`src/include/slrf_map.vh`:
```
// register map, field positions, reset values and format codes of the sensor log record formatter
`ifndef SLRF_MAP_VH
`define SLRF_MAP_VH

// ----------------------------------------
// register byte offsets
// ----------------------------------------
`define SLRF_OFF_CFG 12'h000
`define SLRF_OFF_LIM_LO 12'h004
`define SLRF_OFF_LIM_HI 12'h008
`define SLRF_OFF_STATUS 12'h00c

// ----------------------------------------
// configuration fields
// ----------------------------------------
`define SLRF_CFG_FMT_LSB 0
`define SLRF_CFG_LCS_LSB 3
`define SLRF_CFG_BATT_BIT 5
`define SLRF_CFG_EXT_SENSOR_INPUT_ONE_BIT 6
`define SLRF_CFG_EXT_SENSOR_INPUT_TWO_BIT 7
`define SLRF_CFG_RST 8'h00
`define SLRF_LIM_LO_RST 10'h000
`define SLRF_LIM_HI_RST 10'h3ff

// ----------------------------------------
// status fields
// ----------------------------------------
`define SLRF_ST_LVL_LSB 16
`define SLRF_ST_BUSY_BIT 24

// ----------------------------------------
// logging format select codes
// ----------------------------------------
`define SLRF_FMT_DENSE 3'h0
`define SLRF_FMT_ALL_OUT 3'h1
`define SLRF_FMT_CROSS 3'h3
`define SLRF_FMT_IRQ1 3'h5
`define SLRF_FMT_IRQ2 3'h6
`define SLRF_FMT_IRQ12 3'h7

// ----------------------------------------
// limit-check sensor codes
// ----------------------------------------
`define SLRF_LCS_TEMP 2'h0
`define SLRF_LCS_EXT_SENSOR_INPUT_ONE 2'h1
`define SLRF_LCS_EXT_SENSOR_INPUT_TWO 2'h2
`define SLRF_LCS_BATT 2'h3

`endif

```
`src/logic/slrf_formatter.v`:
```
// sensor log record formatter with apb registers and an output word fifo
// Behaviour
// (RULE_01) a three-bit format select field in the config register picks the record format
// (RULE_02) format zero stores every sample with no time information
// (RULE_03) format one stores only samples outside the limits
// (RULE_04) limit comparison uses only the sensor named by the two-bit select
// (RULE_05) limit formats add the running measurement number to each record
// (RULE_06) format three writes a record only where a limit boundary is crossed
// (RULE_07) software never programs the reserved format codes 010 and 100
// (RULE_08) codes 101, 110, 111 log on external input one, two, or either
// (RULE_09) dense temperature-only packs eight 10-bit values into five words
// (RULE_10) battery/temperature word: battery in bits 15..10, temperature in 9..0
// (RULE_11) external word: value in 9..0, range in 14..10
// (RULE_12) one external sensor: external word first, then battery/temperature word
// (RULE_13) two external sensors: ext one, ext two, then battery/temperature word
// (RULE_14) packed values run msb first, continuing across word boundaries
// (RULE_15) don't-care bit 15 and unused fields are written as zero
// (RULE_16) both limit formats use one layout: sensor words then measurement number
// (RULE_17) interrupt formats append rtc high then low half and ignore limits
//
// The APB slave port and the register addresses were decided locally.
`timescale 1ns/10ps
`include "slrf_map.vh"

// ----------------------------------------
// word fifo
// ----------------------------------------
module slrf_fifo #(
  parameter WIDTH = 16,
  parameter DEPTH = 16,
  parameter AW = 4
) (
  input wire sys_clk, // system clock
  input wire sys_rst, // synchronous reset, high
  input wire ce, // clock enable
  input wire in_valid, // write request
  output wire in_ready, // room available
  input wire [WIDTH-1:0] in_data, // write word
  output wire out_valid, // word available
  input wire out_ready, // reader takes word
  output wire [WIDTH-1:0] out_data, // head word
  output wire [AW:0] level // words held
);
  reg [WIDTH-1:0] mem_r [0:DEPTH-1];
  reg [AW-1:0] wp_r, rp_r;
  reg [AW:0] cnt_r;
  wire push, pop;

  assign in_ready = (cnt_r != DEPTH[AW:0]);
  assign out_valid = (cnt_r != {(AW+1){1'b0}});
  assign out_data = mem_r[rp_r];
  assign level = cnt_r;
  assign push = in_valid & in_ready;
  assign pop = out_valid & out_ready;

  // pointers wrap at depth so depth need not be a power of two
  always @(posedge sys_clk) begin
    if (sys_rst) begin
      wp_r <= {AW{1'b0}};
      rp_r <= {AW{1'b0}};
      cnt_r <= {(AW+1){1'b0}};
    end else if (ce) begin
      if (push) begin
        mem_r[wp_r] <= in_data;
        wp_r <= (wp_r == DEPTH[AW-1:0] - 1'b1) ? {AW{1'b0}} : wp_r + 1'b1;
      end
      if (pop)
        rp_r <= (rp_r == DEPTH[AW-1:0] - 1'b1) ? {AW{1'b0}} : rp_r + 1'b1;
      if (push & ~pop)
        cnt_r <= cnt_r + 1'b1;
      else if (pop & ~push)
        cnt_r <= cnt_r - 1'b1;
    end
  end
endmodule // slrf_fifo

// ----------------------------------------
// formatter top
// ----------------------------------------
module slrf_formatter #(
  parameter FIFO_DEPTH = 16,
  parameter FIFO_AW = 4
) (
  input wire sys_clk, // system clock, 10 MHz
  input wire sys_rst, // synchronous reset, high
  input wire ce, // clock enable, freezes all state when low
  input wire psel, // apb select
  input wire penable, // apb access phase
  input wire pwrite, // apb direction
  input wire [11:0] paddr, // apb byte address
  input wire [31:0] pwdata, // apb write data
  output wire pready, // apb ready, always high
  output wire [31:0] prdata, // apb read data
  output wire pslverr, // apb error on unmapped address
  input wire smp_valid, // one measurement offered
  output wire smp_ready, // formatter idle, takes measurement
  input wire [9:0] smp_temp, // temperature value
  input wire [5:0] smp_batt, // battery result
  input wire [9:0] smp_ext_sensor_input_one, // ext_sensor_input_one value
  input wire [4:0] smp_ext_sensor_input_one_rng, // ext_sensor_input_one range
  input wire [9:0] smp_ext_sensor_input_two, // ext_sensor_input_two value
  input wire [4:0] smp_ext_sensor_input_two_rng, // ext_sensor_input_two range
  input wire smp_irq1, // ext_sensor_input_one interrupt caused sample
  input wire smp_irq2, // ext_sensor_input_two interrupt caused sample
  input wire [31:0] rtc, // real-time clock value
  output wire mem_valid, // word for the measurement area
  input wire mem_ready, // measurement area takes word
  output wire [15:0] mem_data // record word
);
  localparam ST_IDLE = 2'b01;
  localparam ST_EMIT = 2'b10;

  reg [7:0] cfg_r;
  reg [9:0] lim_lo_r, lim_hi_r;
  reg [31:0] prdata_r;
  reg [1:0] state_r;
  reg [15:0] rec_r [0:4];
  reg [2:0] rec_n_r, rec_i_r;
  reg [15:0] meas_r;
  reg prev_out_r, cfg_wr, map_hit, out_now, store;
  reg [14:0] pend_r;
  reg [3:0] pbits_r;
  reg [31:0] rd_val;
  reg [9:0] chk_val;
  reg [2:0] n;
  reg [15:0] w0, w1, w2, w3, w4;
  reg [24:0] cat;
  reg [4:0] cbits;
  wire [2:0] fmt;
  wire [1:0] lcs;
  wire temp_only, take, fifo_in_ready;
  wire [FIFO_AW:0] fifo_lvl;
  wire [15:0] bt_word;

  // external sensor word, bit 15 forced low
  function [15:0] ext_word;
    input [4:0] rng;
    input [9:0] val;
    begin
      ext_word = {1'b0, rng, val}; // see (RULE_11) see (RULE_15)
    end
  endfunction

  assign fmt = cfg_r[`SLRF_CFG_FMT_LSB+2:`SLRF_CFG_FMT_LSB]; // see (RULE_01)
  assign lcs = cfg_r[`SLRF_CFG_LCS_LSB+1:`SLRF_CFG_LCS_LSB];
  assign temp_only = ~cfg_r[`SLRF_CFG_BATT_BIT] & ~cfg_r[`SLRF_CFG_EXT_SENSOR_INPUT_ONE_BIT] & ~cfg_r[`SLRF_CFG_EXT_SENSOR_INPUT_TWO_BIT];
  // battery field left zero when battery logging is off
  assign bt_word = {cfg_r[`SLRF_CFG_BATT_BIT] ? smp_batt : 6'h00, smp_temp}; // see (RULE_10) see (RULE_15)
  assign smp_ready = state_r[0];
  assign take = smp_valid & state_r[0] & ce;

  // ----------------------------------------
  // apb slave, zero wait state
  // ----------------------------------------
  assign pready = 1'b1;
  assign prdata = prdata_r;
  assign pslverr = psel & penable & ~map_hit;

  always @* begin
    map_hit = 1'b1;
    rd_val = 32'h0000_0000;
    case (paddr)
      `SLRF_OFF_CFG: rd_val = {24'h00_0000, cfg_r};
      `SLRF_OFF_LIM_LO: rd_val = {22'h00_0000, lim_lo_r};
      `SLRF_OFF_LIM_HI: rd_val = {22'h00_0000, lim_hi_r};
      `SLRF_OFF_STATUS: begin
        rd_val[15:0] = meas_r;
        rd_val[`SLRF_ST_LVL_LSB+FIFO_AW:`SLRF_ST_LVL_LSB] = fifo_lvl;
        rd_val[`SLRF_ST_BUSY_BIT] = state_r[1];
      end
      default: map_hit = 1'b0;
    endcase
    cfg_wr = psel & penable & pwrite & (paddr == `SLRF_OFF_CFG);
  end

  // read data captured in the setup cycle so it is a flop at the access edge
  always @(posedge sys_clk) begin
    if (sys_rst) begin
      cfg_r <= `SLRF_CFG_RST;
      lim_lo_r <= `SLRF_LIM_LO_RST;
      lim_hi_r <= `SLRF_LIM_HI_RST;
      prdata_r <= 32'h0000_0000;
    end else if (ce) begin
      if (psel & ~penable)
        prdata_r <= rd_val;
      if (cfg_wr)
        cfg_r <= pwdata[7:0];
      if (psel & penable & pwrite & (paddr == `SLRF_OFF_LIM_LO))
        lim_lo_r <= pwdata[9:0];
      if (psel & penable & pwrite & (paddr == `SLRF_OFF_LIM_HI))
        lim_hi_r <= pwdata[9:0];
    end
  end

  // ----------------------------------------
  // record assembly
  // ----------------------------------------
  always @* begin
    case (lcs)
      `SLRF_LCS_TEMP: chk_val = smp_temp; // see (RULE_04)
      `SLRF_LCS_EXT_SENSOR_INPUT_ONE: chk_val = smp_ext_sensor_input_one;
      `SLRF_LCS_EXT_SENSOR_INPUT_TWO: chk_val = smp_ext_sensor_input_two;
      default: chk_val = {4'h0, smp_batt};
    endcase
    out_now = (chk_val < lim_lo_r) | (chk_val > lim_hi_r);
    case (fmt)
      `SLRF_FMT_DENSE: store = 1'b1; // see (RULE_02)
      `SLRF_FMT_ALL_OUT: store = out_now; // see (RULE_03)
      `SLRF_FMT_CROSS: store = out_now ^ prev_out_r; // see (RULE_06)
      `SLRF_FMT_IRQ1: store = smp_irq1; // see (RULE_08)
      `SLRF_FMT_IRQ2: store = smp_irq2;
      `SLRF_FMT_IRQ12: store = smp_irq1 | smp_irq2;
      default: store = 1'b0; // reserved codes log nothing, see (RULE_07)
    endcase
    // dense packing: pending bits right aligned, new value appended below them
    cat = {pend_r, smp_temp}; // see (RULE_14)
    cbits = {1'b0, pbits_r} + 5'h0a;
    // sensor words in fixed order, then the per-format trailer
    w0 = 16'h0000;
    w1 = 16'h0000;
    w2 = 16'h0000;
    w3 = 16'h0000;
    w4 = 16'h0000;
    n = 3'h0;
    if (cfg_r[`SLRF_CFG_EXT_SENSOR_INPUT_ONE_BIT] & cfg_r[`SLRF_CFG_EXT_SENSOR_INPUT_TWO_BIT]) begin
      w0 = ext_word(smp_ext_sensor_input_one_rng, smp_ext_sensor_input_one); // see (RULE_13)
      w1 = ext_word(smp_ext_sensor_input_two_rng, smp_ext_sensor_input_two);
      w2 = bt_word;
      n = 3'h3;
    end else if (cfg_r[`SLRF_CFG_EXT_SENSOR_INPUT_ONE_BIT] | cfg_r[`SLRF_CFG_EXT_SENSOR_INPUT_TWO_BIT]) begin
      w0 = cfg_r[`SLRF_CFG_EXT_SENSOR_INPUT_ONE_BIT] ? ext_word(smp_ext_sensor_input_one_rng, smp_ext_sensor_input_one) : ext_word(smp_ext_sensor_input_two_rng, smp_ext_sensor_input_two);
      w1 = bt_word; // see (RULE_12)
      n = 3'h2;
    end else begin
      w0 = bt_word;
      n = 3'h1;
    end
    if ((fmt == `SLRF_FMT_ALL_OUT) | (fmt == `SLRF_FMT_CROSS)) begin
      case (n)
        3'h1: w1 = meas_r; // see (RULE_05) see (RULE_16)
        3'h2: w2 = meas_r;
        default: w3 = meas_r;
      endcase
      n = n + 3'h1;
    end else if (fmt[2]) begin
      case (n)
        3'h1: begin
          w1 = rtc[31:16]; // see (RULE_17)
          w2 = rtc[15:0];
        end
        3'h2: begin
          w2 = rtc[31:16];
          w3 = rtc[15:0];
        end
        default: begin
          w3 = rtc[31:16];
          w4 = rtc[15:0];
        end
      endcase
      n = n + 3'h2;
    end
  end

  // ----------------------------------------
  // control: accept sample, then push record words
  // ----------------------------------------
  // the sample port stalls while a record drains, so fifo back-pressure reaches the source
  always @(posedge sys_clk) begin
    if (sys_rst) begin
      state_r <= ST_IDLE;
      rec_n_r <= 3'h0;
      rec_i_r <= 3'h0;
      meas_r <= 16'h0000;
      prev_out_r <= 1'b0;
      pend_r <= 15'h0000;
      pbits_r <= 4'h0;
    end else if (ce) begin
      if (cfg_wr) begin
        // a new format starts a fresh packing group and crossing history
        pend_r <= 15'h0000;
        pbits_r <= 4'h0;
        prev_out_r <= 1'b0;
      end
      case (state_r)
        ST_IDLE: begin
          if (take & ~cfg_wr) begin
            meas_r <= meas_r + 16'h0001;
            prev_out_r <= out_now;
            rec_i_r <= 3'h0;
            if ((fmt == `SLRF_FMT_DENSE) & temp_only) begin
              if (cbits >= 5'h10) begin
                rec_r[0] <= cat[cbits-5'h10 +: 16]; // see (RULE_09) see (RULE_14)
                pend_r <= cat[14:0] & ((15'h0001 << (cbits - 5'h10)) - 15'h0001);
                pbits_r <= cbits[3:0];
                rec_n_r <= 3'h1;
                state_r <= ST_EMIT;
              end else begin
                pend_r <= cat[14:0];
                pbits_r <= cbits[3:0];
              end
            end else if (store) begin
              rec_r[0] <= w0;
              rec_r[1] <= w1;
              rec_r[2] <= w2;
              rec_r[3] <= w3;
              rec_r[4] <= w4;
              rec_n_r <= n;
              state_r <= ST_EMIT;
            end
          end
        end
        ST_EMIT: begin
          if (fifo_in_ready) begin
            if (rec_i_r == rec_n_r - 3'h1)
              state_r <= ST_IDLE;
            rec_i_r <= rec_i_r + 3'h1;
          end
        end
        default: state_r <= ST_IDLE;
      endcase
    end
  end

  slrf_fifo #(
    .WIDTH(16),
    .DEPTH(FIFO_DEPTH),
    .AW(FIFO_AW)
  ) u_fifo (
    .sys_clk(sys_clk),
    .sys_rst(sys_rst),
    .ce(ce),
    .in_valid(state_r[1]),
    .in_ready(fifo_in_ready),
    .in_data(rec_r[rec_i_r]),
    .out_valid(mem_valid),
    .out_ready(mem_ready),
    .out_data(mem_data),
    .level(fifo_lvl)
  );
endmodule // slrf_formatter

```
`config.mk`:
```
export PLATFORM = sky130hd
export DESIGN_NAME = slrf_formatter
export DESIGN_NICKNAME = d
export VERILOG_FILES = /design/src/logic/slrf_formatter.v
export VERILOG_INCLUDE_DIRS = /design/src /design/src/include
export SDC_FILE = /design/constraint.sdc
export NUM_CORES = 1
export LEC_CHECK = 0
export CAP_MARGIN = 20
export CORE_MARGIN = 5
export CORE_UTILIZATION = 35
export DETAILED_ROUTE_END_ITERATION = 7
export DONT_BUFFER_PORTS = 1
export HOLD_SLACK_MARGIN = 0.08
export PLACE_DENSITY = 0.57
export SYNTH_ARGS = -nofsm -noshare
export SYNTH_HDL_FRONTEND = slang
export SYNTH_SLANG_ARGS = --single-unit
```
`constraint.sdc`:
```
create_clock -name sys_clk -period 4.1 [get_ports sys_clk]
set_input_delay 0 -clock sys_clk [delete_from_list [all_inputs] [get_ports sys_clk]]
set_output_delay 0 -clock sys_clk [all_outputs]
set_load 0.05 [all_outputs]
```
==> flow_summary.json <==
{
  "timing.setup.tns_ns": 0,
  "wl_um": 63100,
  "finalSetupViolCount": 0,
  "synth.top_cell.area_share": 0.468,
  "tightest_slew_ns": 1.17,
  "synthMuxAreaShare": 0.161,
  "synth_common_cells": "336 x edfxtp_1, 154 x nor2_1, 119 x mux4_2",
  "vdd_drop_max_v": 0.000275,
  "core-area_um2": 61400,
  "synthXorXnorAreaFrac": 0.0106,
  "cts_buffer_depth": 3,
  "numCtsBuffers": 48,
  "slew_headroom": 0.214,
  "areaGrowthSynthToFinish_pct": 17.7,
  "first_global_vias": 14700,
  "synth.cell_area_um2": 21500,
  "dpl_cell_area_um2": 22500,
  "design_area_um2": 25400,
  "crit_chain": "nor2b_1 -> nand2_1 -> o21ai_0 -> ha_1 -> and3_1 -> a221oi_1 -> o311ai_1 -> a22oi_1 -> nand3_1 -> nand3_2 -> and4b_4 -> mux2_2",
  "fin_skew_ns": 0.0143,
  "syn_avg_cell_area_um2": 13.0,
  "cts_tree": "yes",
  "synth_top_family_by_area": "multiplexers",
  "clockPowerShare": 0.390,
  "yosys_warnings": 0,
  "start_util": 0.351,
  "period_share": 0.941,
  "clkSlewWorstSetupHoldPaths_ns": 0.06,
  "synthAdderAreaFrac": 0.0224,
  "cp_data_arrival_time_ns": 4.19,
  "synthSimpleGateAreaFrac": 0.0859,
  "min_from": "ce",
  "wl_per_cell_um": 24.4,
  "reg2reg_from": "cfg_r[3]$_SDFFE_PP0P_",
  "ioPinCount": 184,
  "p_int_mw": 7.80,
  "syn_inst": 1653,
  "port_buffers": 0,
  "p_switching_mw": 2.64,
  "period_needed_ns": 3.86,
  "synth-seq-cells": 450,
  "hold_viol": 0,
  "ys_seq_area_frac": 0.574,
  "first_iter_violations": 1486,
  "cts-root-buf": "clkbuf_16",
  "clock.fmax_ghz": 0.259,
  "drc_errors": 0,
  "cp.required_ns": 4.43,
  "hp-class": "input port to flop",
  "r2r_slack_ns": 0.24,
  "grt_max_degree": 86,
  "setup.worst_path.end_class": "flop",
  "worstPathMaxFanout": 17,
  "die_y_um": 258,
  "cts_max_level": 2,
  "maxSlewViolCount": 0,
  "yosysMostFrequentCell": "edfxtp_1",
  "post_cts_buffers": 0,
  "path_buf_inv": 0,
  "vias": 14700,
  "rsz0062_at_grt": "false",
  "synth.distinct_cells": 61,
  "num-nets-final": 1934,
  "row_count": 91,
  "switching_share": 0.253,
  "die_area_um2": 66600,
  "p_per_area_nw_per_um2": 411,
  "synthArstFlopShare": 0,
  "track_usage": 0.184,
  "p_total_mw": 10.4,
  "synth_flop_cell": "edfxtp_1",
  "cts.sinks": 450,
  "crit_start": "cfg_r[3]$_SDFFE_PP0P_",
  "hpwl_um": 42000,
  "worst_path_largest_cell_delay_ns": 0.65,
  "die_x_um": 258,
  "viasPerCell": 5.69,
  "status": "finished, final reports clean",
  "critical_path.startpoint_type": "flop",
  "insertion_delay_ns": 0.59,
  "drive_gt1_frac": 0.159,
  "synth-compound-area-share": 0.108,
  "antenna_found_initial": 8,
  "routabilityCongestion": 0.899,
  "maxCapViolations": 0,
  "antenna_left": 0,
  "crit_family": "simple AND/OR/NAND/NOR gates",
  "drt_first_pass_iters": 6,
  "nFillCells": 5683,
  "power.share.combinational": 0.128,
  "critPathKind": "flop to flop",
  "synth_edf_count": 336,
  "synthTopCellsByArea": "edfxtp_1 47%, mux4_2 12%, dfxtp_1 11%",
  "p_leak_nw": 8.54,
  "critPathSlowestCell": "dfxtp_1",
  "grt_overflow": 0,
  "grt_first_pass_wirelength_um": 93600,
  "pwr-share-seq": 0.482,
  "yosysTopAreaCell": "edfxtp_1"
}
## worst min-delay path: cells and delay by family
kind	cells	cell delay [ns]
compound gates	1	0.05
buf+inv	1	0.26
simple gates	2	0.34
## logic make-up after synthesis
kind of cell / after synthesis
flops: 450
simple gates: 403
compound gates: 347
buf+inv: 194
mux: 193
fa+ha+maj: 38
xor+xnor: 26
other cells: 2
## worst paths after layout
path                                  endpoint  cells after the start
hold reg to reg       lim_lo_r[9]$_SDFFE_PP0P_                      2
setup / recovery        rec_r[0][10]$_DFFE_PP_                     12
hold / removal    u_fifo.level[2]$_SDFFE_PP0P_                      4
setup reg to reg        rec_r[0][10]$_DFFE_PP_                     12
## flip-flops by register name (all words and copies together), names as in the netlist, 5 cells and up, named ones only
signal	count
u_fifo.level	5
meas_r	16
lim_hi_r	10
cfg_r	8
lim_lo_r	10
prdata	22
rec_r	80
pend_r	15
u_fifo.mem_r	256
## repair_timing
item | CTS | global route
setup endpoints to repair | 0 | 8
hold endpoints to repair | 226 | 0
gates resized for setup | 0 | 1
hold buffers | 139 | 0
## through the flow
| step | hold WS, ns | util | instances | worst slack, ns |
|---|---|---|---|---|
| 6_report | 0.121 | 0.413 | 2589 | 0.243 |
| 2_1_floorplan | 0.128 | - | 1662 | 0.0595 |
| 3_5_place_dp | 0.0821 | 0.366 | 2363 | 0.253 |
| 4_1_cts | 0.0988 | 0.413 | 2584 | 0.244 |
| 3_3_place_gp | 0.0790 | 0.366 | 2362 | 0.296 |
| 5_1_grt | 0.159 | 0.413 | 2587 | 0.0114 |
## metal layers
metal	track usage	up-vias	share of wire
met5	0	-	0.0010
met4	0.0725	10	0.041
met3	0.0439	137	0.075
met2	0.315	595	0.49
met1	0.224	7387	0.39
li1	-	6606	-
## area by class of cell
type | count | area (um^2) | share of cell area
sequential | 450 | 12400 | 0.488
clock inverter | 16 | 114 | 0.00449
clock buffer | 66 | 1350 | 0.0530
timing repair buffer | 190 | 1850 | 0.0731
inverter | 56 | 210 | 0.00829
antenna | 3 | 7.51 | 0.000296
multi-input combinational | 1018 | 8460 | 0.334
tap | 790 | 988 | 0.0390
## power by group through the flow
stage / Sequential, mW / Combinational, mW / Clock (mW)
after global placement: 5.13 / 1.19 / 0
after CTS: 5.04 / 1.35 / 4.16
after floorplan: 5.02 / 1.10 / 0
after detailed placement: 5.13 / 1.21 / 0
after global routing: 5.05 / 1.44 / 4.32
final: 5.03 / 1.33 / 4.07
## cell usage in the layout (no fill, tap or decap), types with 15 or more instances in the layout
master	count
dlygate4sd3_1	138
a32o_1	16
o211ai_1	18
mux2i_1	46
clkbuf_16	50
o21ai_0	57
buf_4	45
a21oi_1	107
a222oi_1	15
nor2_1	153
nand3_1	24
inv_1	55
edfxtp_1	336
mux4_2	119
and3_1	26
ha_1	36
nand2_1	109
mux2_2	26
a22oi_1	51
dfxtp_1	110
Power figures use the tool's default switching activity.
